`config.mk`:
```
export PLATFORM = sky130hd
export DESIGN_NAME = tsr_top
export DESIGN_NICKNAME = d
export VERILOG_FILES = /design/src/hdl/tsr_pkg.sv /design/src/hdl/tsr_top.sv
export VERILOG_INCLUDE_DIRS = /design/src /design/src/hdl
export SDC_FILE = /design/constraint.sdc
export NUM_CORES = 1
export LEC_CHECK = 0
export ABC_CLOCK_PERIOD_IN_PS = 2300
export BUFFER_PORTS_ARGS = -buffer_cell sky130_fd_sc_hd__buf_2
export CORE_MARGIN = 10
export CORE_UTILIZATION = 50
export DETAILED_ROUTE_END_ITERATION = 16
export PLACE_DENSITY = 0.68
export SYNTH_ARGS = -nofsm -noshare
export SYNTH_HDL_FRONTEND = slang
export SYNTH_SLANG_ARGS = --single-unit
```
`constraint.sdc`:
```
create_clock -name i_clock -period 2.3 [get_ports i_clock]
set_input_delay 0.46 -clock i_clock [delete_from_list [all_inputs] [get_ports i_clock]]
set_output_delay 0.46 -clock i_clock [all_outputs]
set_load 0.02 [all_outputs]
```
`src/hdl/tsr_regs.svh`:
```
// Command codes, field positions, reset values and timing counts
`ifndef TSR_REGS_SVH
`define TSR_REGS_SVH

// Command byte codes
`define TSR_CMD_DEGREES     8'h00
`define TSR_CMD_SETTINGS    8'h01

// Settings register fields
`define TSR_STANDBY_BIT     7
`define TSR_READY_BIT       6
`define TSR_RESERVED_ZERO   6'h00

// Reset values
`define TSR_SETTINGS_RESET  8'h00
`define TSR_DEGREES_RESET   8'h00
`define TSR_UNMAPPED_READ   8'h00

// Serial framing
`define TSR_BYTE_BITS       4'h8
`define TSR_DEV_ADDR        7'h48

// Rounding and clamping, whole degrees in 11-bit two's complement
`define TSR_HALF_DEGREE     13'sh0002
`define TSR_DEG_MAX         11'sh07F
`define TSR_DEG_MIN         11'sh780
`define TSR_CODE_MAX        8'h7F
`define TSR_CODE_MIN        8'h80

// Conversion timing at 125 MHz
`define TSR_CLK_PERIOD_NS   8
`define TSR_CONV_PERIOD_NS  125000000
`define TSR_CONV_CYCLES     (`TSR_CONV_PERIOD_NS / `TSR_CLK_PERIOD_NS)

`endif

```
`src/hdl/tsr_pkg.sv`:
```
// Types shared by the temperature sensor register set
package tsr_pkg;

   // Serial slave states, one-hot
   typedef enum logic [8:0] {
      TSR_IDLE  = 9'h001,
      TSR_ADDR  = 9'h002,
      TSR_AACK  = 9'h004,
      TSR_CMD   = 9'h008,
      TSR_CACK  = 9'h010,
      TSR_WDATA = 9'h020,
      TSR_WACK  = 9'h040,
      TSR_RDATA = 9'h080,
      TSR_RACK  = 9'h100
   } tsr_state_t;

   // Stored bits of the settings register
   typedef struct packed {
      logic standby_request;
      logic ready;
   } tsr_settings_t;

endpackage

```
`src/hdl/tsr_top.sv`:
```
// Temperature sensor register set with its serial slave and converter
`timescale 1ns/1ns
`default_nettype none
`include "tsr_regs.svh"

module tsr_top #(
   parameter logic [6:0]  DEV_ADDR    = `TSR_DEV_ADDR,
   parameter int unsigned CONV_CYCLES = `TSR_CONV_CYCLES
) (
   // Clock and reset
   input  wire logic               i_clock,
   input  wire logic               i_rst,
   // Serial bus pins, data is open drain
   input  wire logic               i_scl,
   input  wire logic               i_sda,
   output logic                    o_sda_out,
   output logic                    o_sda_oe,
   // Converter sample, quarter degrees, two's complement
   input  wire logic signed [11:0] i_sensed_quarters,
   // Observed state
   output logic             [7:0]  o_degrees,
   output logic                    o_standby,
   output logic                    o_ready
);

   // Read mux shared by address ack and master ack paths
   function automatic logic [7:0] tsr_read(
      input logic [7:0]             cmd,
      input logic [7:0]             deg,
      input tsr_pkg::tsr_settings_t set
   );
      case (cmd)
         `TSR_CMD_DEGREES:  tsr_read = deg;
         `TSR_CMD_SETTINGS: tsr_read = {set.standby_request,
                                        set.ready,
                                        `TSR_RESERVED_ZERO};
         default:           tsr_read = `TSR_UNMAPPED_READ;
      endcase
   endfunction

   // Pin history for edge and condition detection
   logic scl_q;
   logic sda_q;
   logic scl_rise;
   logic scl_fall;
   logic start_seen;
   logic stop_seen;

   // Serial slave state
   tsr_pkg::tsr_state_t state;
   tsr_pkg::tsr_state_t next_state;
   logic [3:0]          cnt;
   logic [3:0]          next_cnt;
   logic [7:0]          sh;
   logic [7:0]          next_sh;
   logic [7:0]          ptr;
   logic [7:0]          next_ptr;
   logic                rw;
   logic                next_rw;
   logic                sda_oe;
   logic                next_sda_oe;
   logic                wr_settings;
   logic [7:0]          rd_byte;

   // Sensor state
   tsr_pkg::tsr_settings_t set;
   tsr_pkg::tsr_settings_t next_set;
   logic [7:0]             deg;
   logic [7:0]             next_deg;
   logic [23:0]            timer;
   logic [23:0]            next_timer;
   logic                   conv_done;
   logic signed [12:0]     rounded;
   logic signed [10:0]     whole;
   logic [7:0]             code;

   // Bus events
   assign scl_rise   = ~scl_q & i_scl;
   assign scl_fall   = scl_q & ~i_scl;
   assign start_seen = scl_q & i_scl & sda_q & ~i_sda;
   assign stop_seen  = scl_q & i_scl & ~sda_q & i_sda;
   assign rd_byte    = tsr_read(ptr, deg, set);

   // Slave sequencing; stop and start override any state
   always_comb
   begin
      next_state  = state;
      next_cnt    = cnt;
      next_sh     = sh;
      next_ptr    = ptr;
      next_rw     = rw;
      next_sda_oe = sda_oe;
      wr_settings = 1'b0;
      if (stop_seen)
      begin
         next_state  = tsr_pkg::TSR_IDLE;
         next_sda_oe = 1'b0;
      end
      else if (start_seen)
      begin
         next_state  = tsr_pkg::TSR_ADDR;
         next_cnt    = 4'h0;
         next_sda_oe = 1'b0;
      end
      else
      begin
         case (state)
            tsr_pkg::TSR_ADDR, tsr_pkg::TSR_CMD, tsr_pkg::TSR_WDATA:
            begin
               if (scl_rise)
               begin
                  next_sh  = {sh[6:0], i_sda};
                  next_cnt = cnt + 4'h1;
               end
               else if (scl_fall && cnt == `TSR_BYTE_BITS)
               begin
                  next_cnt    = 4'h0;
                  next_sda_oe = 1'b1;
                  if (state == tsr_pkg::TSR_ADDR)
                  begin
                     // Foreign address: stay off the bus until next start
                     if (sh[7:1] == DEV_ADDR)
                     begin
                        next_rw    = sh[0];
                        next_state = tsr_pkg::TSR_AACK;
                     end
                     else
                     begin
                        next_sda_oe = 1'b0;
                        next_state  = tsr_pkg::TSR_IDLE;
                     end
                  end
                  else if (state == tsr_pkg::TSR_CMD)
                  begin
                     next_ptr   = sh;
                     next_state = tsr_pkg::TSR_CACK;
                  end
                  else
                  begin
                     wr_settings = (ptr == `TSR_CMD_SETTINGS);
                     next_state  = tsr_pkg::TSR_WACK;
                  end
               end
            end
            tsr_pkg::TSR_AACK, tsr_pkg::TSR_RACK:
            begin
               // Master nack ends a read; ack asks for the byte again
               if (state == tsr_pkg::TSR_RACK && scl_rise && i_sda)
                  next_state = tsr_pkg::TSR_IDLE;
               else if (scl_fall && rw)
               begin
                  next_sh     = rd_byte;
                  next_sda_oe = ~rd_byte[7];
                  next_state  = tsr_pkg::TSR_RDATA;
               end
               else if (scl_fall)
               begin
                  next_sda_oe = 1'b0;
                  next_state  = tsr_pkg::TSR_CMD;
               end
            end
            tsr_pkg::TSR_CACK, tsr_pkg::TSR_WACK:
            begin
               // Extra data bytes land in the same register
               if (scl_fall)
               begin
                  next_sda_oe = 1'b0;
                  next_state  = tsr_pkg::TSR_WDATA;
               end
            end
            tsr_pkg::TSR_RDATA:
            begin
               if (scl_rise)
                  next_cnt = cnt + 4'h1;
               else if (scl_fall && cnt == `TSR_BYTE_BITS)
               begin
                  next_cnt    = 4'h0;
                  next_sda_oe = 1'b0;
                  next_state  = tsr_pkg::TSR_RACK;
               end
               else if (scl_fall)
               begin
                  next_sh     = {sh[6:0], 1'b0};
                  next_sda_oe = ~sh[6];
               end
            end
            default:
               next_state = tsr_pkg::TSR_IDLE;
         endcase
      end
   end

   // Slave registers; pins are synchronous, one history stage will do
   always_ff @(posedge i_clock)
   begin
      if (i_rst)
      begin
         state  <= tsr_pkg::TSR_IDLE;
         cnt    <= 4'h0;
         sh     <= 8'h00;
         ptr    <= `TSR_CMD_DEGREES;
         rw     <= 1'b0;
         sda_oe <= 1'b0;
         scl_q  <= 1'b1;
         sda_q  <= 1'b1;
      end
      else
      begin
         state  <= next_state;
         cnt    <= next_cnt;
         sh     <= next_sh;
         ptr    <= next_ptr;
         rw     <= next_rw;
         sda_oe <= next_sda_oe;
         scl_q  <= i_scl;
         sda_q  <= i_sda;
      end
   end

   // Round half toward positive, then clamp to the 8-bit range
   assign rounded = 13'(i_sensed_quarters) + `TSR_HALF_DEGREE;
   assign whole   = rounded[12:2];
   assign code    = (whole > `TSR_DEG_MAX) ? `TSR_CODE_MAX :
                    (whole < `TSR_DEG_MIN) ? `TSR_CODE_MIN :
                    whole[7:0];
   assign conv_done = ~set.standby_request &&
                      timer == 24'(CONV_CYCLES - 1);

   // Converter timing, result load and settings writes
   always_comb
   begin
      next_set   = set;
      next_deg   = deg;
      next_timer = timer + 24'h000001;
      // Held at zero in standby, so a restart waits a full period
      if (set.standby_request || conv_done)
         next_timer = 24'h000000;
      if (conv_done)
      begin
         next_deg       = code;
         next_set.ready = 1'b1;
      end
      // Standby written 1 wins over a result landing in the same cycle
      if (wr_settings)
      begin
         next_set.standby_request = sh[`TSR_STANDBY_BIT];
         if (sh[`TSR_STANDBY_BIT])
         begin
            next_deg       = deg;              // Never load unflagged
            next_set.ready = 1'b0;
            next_timer     = 24'h000000;
         end
      end
   end

   // Sensor registers, all zero at power-on
   always_ff @(posedge i_clock)
   begin
      if (i_rst)
      begin
         set       <= tsr_pkg::tsr_settings_t'(2'b00);
         deg       <= `TSR_DEGREES_RESET;
         timer     <= 24'h000000;
         o_sda_out <= 1'b0;
      end
      else
      begin
         set       <= next_set;
         deg       <= next_deg;
         timer     <= next_timer;
         o_sda_out <= 1'b0;
      end
   end

   // Outputs are the flops themselves
   assign o_sda_oe  = sda_oe;
   assign o_degrees = deg;
   assign o_standby = set.standby_request;
   assign o_ready   = set.ready;

endmodule
`default_nettype wire

```
==> Word-level counts from Yosys, hierarchy flattened <==
Index checks and enable logic that the tools add are counted.
{ "word_totals": {"word_cells": 145, "inputBits": 16, "register_bits": 67, "out_inout_bits": 12} }
{ "op_classes": {"magnitude_cmp": 2, "mux": 54, "n_bitwise": 18, "addsub": 3, "eq_ne": 31, "n_reduce_logical": 24} }
{ "op_table": {"columns": ["operator", "n"], "rows": [
  ["$mux 8", 11],
  ["$mux 9", 9],
  ["$mux 24", 3],
  ["$pmux 9 s4", 1],
  ["$add 24x1->24 const B", 1],
  ["$eq 24x24->1 const B", 1],
  ["$pmux 8 s3", 1],
  ["$ne 2x2->1 const B", 11],
  ["$mux 1", 20],
  ["$ne 3x3->1 const B", 6],
  ["$reduce_and 6->1", 3],
  ["$mux 4", 4],
  ["$pmux 8 s2", 1],
  ["$reduce_and 7->1", 2],
  ["$add 12x3->13 const B", 1],
  ["$gt 11x8->1 const B", 1],
  ["$lt 11x8->1 const B", 1],
  ["$not 1->1", 11],
  ["$eq 9x2->1 const B", 1],
  ["$eq 9x3->1 const B", 1],
  ["$eq 9x4->1 const B", 1],
  ["$eq 9x5->1 const B", 1],
  ["$eq 9x6->1 const B", 1],
  ["$eq 9x7->1 const B", 1],
  ["24 further kinds", 38]
]} }

==> Logic depth before layout (Yosys ltp) <==
{ "logic_depth": {"ltp_word": 9, "mapped_depth": 10, "ltp_nobuf": 8} }

==> Least setup slack after synthesis <==
OpenSTA, ideal clock, no wires.
{ "synth_timing": {"kind": "input to register", "startpoint": "input i_sensed_quarters[1]", "endpoint": "register deg[4] (netlist: o_degrees[4])", "setup_slack_ns": 0.321, "required_time_ns": 2.157, "n_path_buf": 0, "t_arrival_ns": 1.837, "stages": 7, "setup_time_ns": 0.143, "cell_sequence": "ha_1 -> nand3_1 -> nor2_1 -> mux2i_1 -> o2bb2ai_1 -> nor4b_2 -> a211oi_1"} }
{ "synth_via": {"elab_chain_len": 7, "elab_cells_between_ends": 8, "cone_classes": "add/sub (1); order compare (2); mux (5)"} }
{ "synth_lines": {"columns": ["item", "line", "rtl"], "rows": [
  ["start, declared", "tsr_top.sv:19", "input wire logic signed [11:0] i_sensed_quarters,"],
  ["$add 12x3->13 (no source line) (*)", null, null],
  ["$lt 11x8->1 (no source line)", null, null],
  ["$mux 8", "tsr_top.sv:224", "(whole < `TSR_DEG_MIN) ? `TSR_CODE_MIN :"],
  ["$mux 8 (*)", "tsr_top.sv:223", "assign code = (whole > `TSR_DEG_MAX) ? `TSR_CODE_MAX :"],
  ["$mux 8 (*)", "tsr_top.sv:238", "if (conv_done)"],
  ["$mux 8", "tsr_top.sv:247", "if (sh[`TSR_STANDBY_BIT])"],
  ["$mux 8 (*)", "tsr_top.sv:244", "if (wr_settings)"],
  ["end signal, assigned", "tsr_top.sv:262", "deg <= `TSR_DEGREES_RESET;"],
  ["end signal, assigned", "tsr_top.sv:269", "deg <= next_deg;"],
  ["end, declared", "tsr_top.sv:68", "logic [7:0] deg;"]
]} }
Mark *: on every way between the ends. The rest lies on a longest branch, timed or not. The select of a mux whose other input is x is not followed.
A chain may end at the register's enable or synchronous reset.

==> Worst setup path in the final report <==
{ "layout_timing": {"startpoint": "register state[7]", "endpoint": "register cnt[2]"} }
{ "layout_via": {"elab_chain_len": 4, "elab_cells_between_ends": 7, "cone_classes": "eq/ne (4); reduce/logical (3)"} }
{ "layout_lines": {"columns": ["item", "line", "rtl"], "rows": [
  ["start, declared", "tsr_top.sv:50", "tsr_pkg::tsr_state_t state;"],
  ["start signal, assigned", "tsr_top.sv:198", "state <= tsr_pkg::TSR_IDLE;"],
  ["start signal, assigned", "tsr_top.sv:209", "state <= next_state;"],
  ["$eq 9x2->1, or another cell as far along", "tsr_top.sv:107", "case (state)"],
  ["$reduce_or 4->1 (no source line) (*)", null, null],
  ["$reduce_bool 2->1 (no source line) (*)", null, null],
  ["$reduce_and 3->1 (no source line) (*)", null, null],
  ["end signal, assigned", "tsr_top.sv:210", "cnt <= next_cnt;"],
  ["end, declared", "tsr_top.sv:52", "logic [3:0] cnt;"]
]} }
Mark *: on every way between the ends. The rest lies on a longest branch, timed or not.

==> impl_metrics.py <==
metrics = {
    "floorplanning": {
        "design.core.area_mm2": 0.00683,
        "die_y_um": 104,
        "die_w_um": 104,
        "rows": 30,
        "io_pins": 28,
        "die-area_mm2": 0.0109,
        "initial_core_util_pct": 51.9,
    },
    "synthesis": {
        "synth_area_mm2": 0.00355,
        "syn_nets": 445,
        "syn_inst": 425,
        "synthFlopType": "dfxtp_1",
        "ys_seq_area_share_pct": 37.8,
        "syn_area_per_cell_um2": 8.34,
        "synth_seq_cells": 67,
        "yosysUniqueCellTypes": 66,
        "async_reset_ff_share_pct": 0,
        "yosys_warnings": 0,
        "synth_edf_count": 0,
    },
    "layout": {
        "nNetsFinal": 476,
        "syn_to_final_growth_pct": 13.4,
        "fillers": 659,
        "fin_util_pct": 58.9,
        "drive_above_1_share_pct": 17.6,
        "antenna_cells": 0,
    },
    "power": {
        "power_density_mw_per_mm2": 530,
        "p_leak_nw": 1.45,
        "ir_drop_mv": 0.300,
    },
    "placement": {
        "dp_hpwl_um": 5930,
        "port_buffers": 25,
        "place_congestion": 0.873,
    },
    "sta": {
        "finalHoldViolCount": 0,
        "slew_headroom_pct": 66.8,
        "tightest_slew_ns": 0.497,
        "period_share_pct": 91.8,
        "hold_ws_ns": 0.357,
        "setup_viol": 0,
        "finalCriticalPeriod_ns": 2.11,
        "fin_skew_ns": 0.00633,
        "fmax_mhz": 474,
        "rsz0062_at_grt": "false",
        "drv_slew": 0,
    },
    "global_routing": {
        "grt_pass1_wl_um": 13900,
        "antenna_found_initial": 0,
        "grt_pass1_vias": 2925,
        "grt-ovfl-total": 0,
        "grt_max_degree": 26,
        "grt_util_all_layers_pct": 15.0,
    },
    "clock_tree": {
        "clkLatencyLatePin_ns": 0.35,
        "ctsHoldBuffers": 0,
        "cts_tree": "yes",
        "cts.path.max_buffers": 2,
        "clkTransAtPathRegs_ns": 0.07,
        "clkSinkCount": 67,
        "htree_levels": 3,
        "root_buffer": "clkbuf_8",
        "cts_buffers": 9,
        "post_cts_buffers": 0,
    },
    "outcome": {
        "outcome": "complete, no violations",
    },
    "route": {
        "wirelength_um": 8050,
        "wire_per_inst_um": 14.5,
        "ant_nets": 0,
        "first_iter_violations": 184,
        "num_vias": 3123,
        "vias_per_cell": 5.62,
        "drc": 0,
        "detail_route.first_pass.iterations": 4,
    },
    "critical_path": {
        "arrival_ns": 2.39,
        "r2r_slack_ns": 0.19,
        "cp-end-kind": "flop",
        "rr_startpoint": "state[7]$_SDFFE_PP0P_",
        "startpoint_type": "flop",
        "r2r_cells": 6,
        "worstSetupPathType": "flop to flop",
        "reg2reg_to": "cnt[2]$_SDFFE_PP0P_",
        "crit_required_ns": 2.58,
        "path_max_fanout": 7,
    },
    "min_path": {
        "holdPathStages": 2,
        "worstHoldStart": "i_sda",
        "whs_endpoint": "sda_q$_SDFF_PP1_",
        "hold_path_class": "input port to flop",
    },
    "flow_run": {
        "max_cap_viol_count": 0,
    },
}
[per-layer routing]
layer / GRT usage (%) / up-vias / wire length (µm)
met1: 19.5 / 1457 / 3890
met3: 4.58 / 15 / 413
met2: 22.4 / 87 / 3580
met5: 0 / - / 0
li1: - / 1564 / -
met4: 6.36 / 0 / 162
[cells in the final DEF (no fill, tap or decap), drive strengths merged, types with 4 or more instances in the layout]
master,netlist,final
xor2,13,13
nor2,75,75
nand4,12,12
ha,4,4
and3,5,5
nand2b,6,6
nand2,44,44
buf,11,40
mux2i,13,13
dfxtp,67,67
clkinv,0,4
or2,4,4
or3,5,5
xnor2,18,18
a211oi,9,9
inv,9,9
a21oi,17,17
nand3,21,21
o21ai,8,8
nor3,16,16
a311oi,6,6
clkbuf,9,10
nor4,10,10
[registers in the layout (all words and copies together), names as in the netlist]
signal     cells
o_sda_oe       1
ptr            8
sh             8
state          9
rw             1
cnt            4
o_standby      1
sda_q          1
scl_q          1
o_ready        1
o_degrees      8
timer         24
[metrics by stage]
stage                     instance area (µm²)  std cells  power [mW]  worst slack (ns)  setup TNS [ns]
after detailed placement                 3810        541        1.33           -0.0151         -0.0267
after global routing                     4020        556        2.23            0.0311               0
after global placement                   3810        541        1.33            0.0232               0
after floorplan                          3550        425        1.29             0.321               0
final                                    4020        556        2.13             0.190               0
after CTS                                3980        556        2.16            0.0335               0
[synth_stat cells, types with 4 or more instances]
master,instances,share of area [%]
nand4_1,12,2.1
or3_1,5,0.88
xor2_1,13,3.2
o21ai_0,6,0.85
a311oi_2,5,2.1
nand2b_1,6,1.1
buf_2,7,0.99
xnor2_1,18,4.4
ha_1,4,1.4
clkbuf_1,9,0.95
dfxtp_1,67,38
nor2_1,75,7.9
and3_1,5,0.88
a211oi_1,7,1.5
inv_1,8,0.85
nor4_1,6,1.1
a21oi_1,17,2.4
nand3_1,21,3.0
mux2i_1,13,3.7
nor3_1,14,2.0
nand2_1,44,4.7
[worst max-delay path, cell delays in order, from the launching register on]
cell	delay [ns]
dfxtp_1	0.48
inv_2	0.09
or4_4	0.54
o21ai_2	0.12
a31oi_4	0.17
or4b_1	0.52
a21oi_1	0.13
[where the power goes]
group,internal (mW),switching (mW)
clock network,0.381,0.449
registers,1.17,0.00626
logic,0.0503,0.0787
[how the worst max path moves through the flow]
stage | slack [ns] | from | end
6_report | 0.19 | state[7]$_SDFFE_PP0P_ | cnt[2]$_SDFFE_PP0P_
5_1_grt | 0.03 | cnt[0]$_SDFFE_PP0P_ | timer[11]$_SDFF_PP0_
4_1_cts | 0.03 | state[7]$_SDFFE_PP0P_ | o_degrees[5]$_SDFFE_PP0P_
3_5_place_dp | -0.02 | i_sensed_quarters[1] | o_degrees[1]$_SDFFE_PP0P_
3_3_place_gp | 0.02 | i_sensed_quarters[1] | o_degrees[0]$_SDFFE_PP0P_
2_1_floorplan | 0.32 | i_sensed_quarters[1] | o_degrees[4]$_SDFFE_PP0P_
[cell type report]
class,instances,area [µm²],area share [%]
timing repair buffer,40,250,6.22
clock buffer,10,128,3.17
tap,96,120,2.99
clock inverter,5,31.3,0.778
multi-input combinational,329,2120,52.7
inverter,9,33.8,0.840
sequential,67,1340,33.3
[logic make-up (layout without fill, tap and decap cells)]
family,Yosys count,count (layout),share of synthesized area (%)
AND/OR/NAND/NOR,221,221,32.3
flip-flops,67,67,37.8
AO/OA/AOI/OAI,59,59,13.2
XOR/XNOR,31,31,7.66
buffers and inverters,29,64,3.85
multiplexers,13,13,3.67
adder cells (fa/ha/maj),4,4,1.41
other,1,1,0.106
[timing repair]
item | CTS | global route
resized for setup | 1 | 6
endpoints found under the setup margin | 6 | 32
pin swaps | 0 | 1
(Power assumes the default switching activity.)
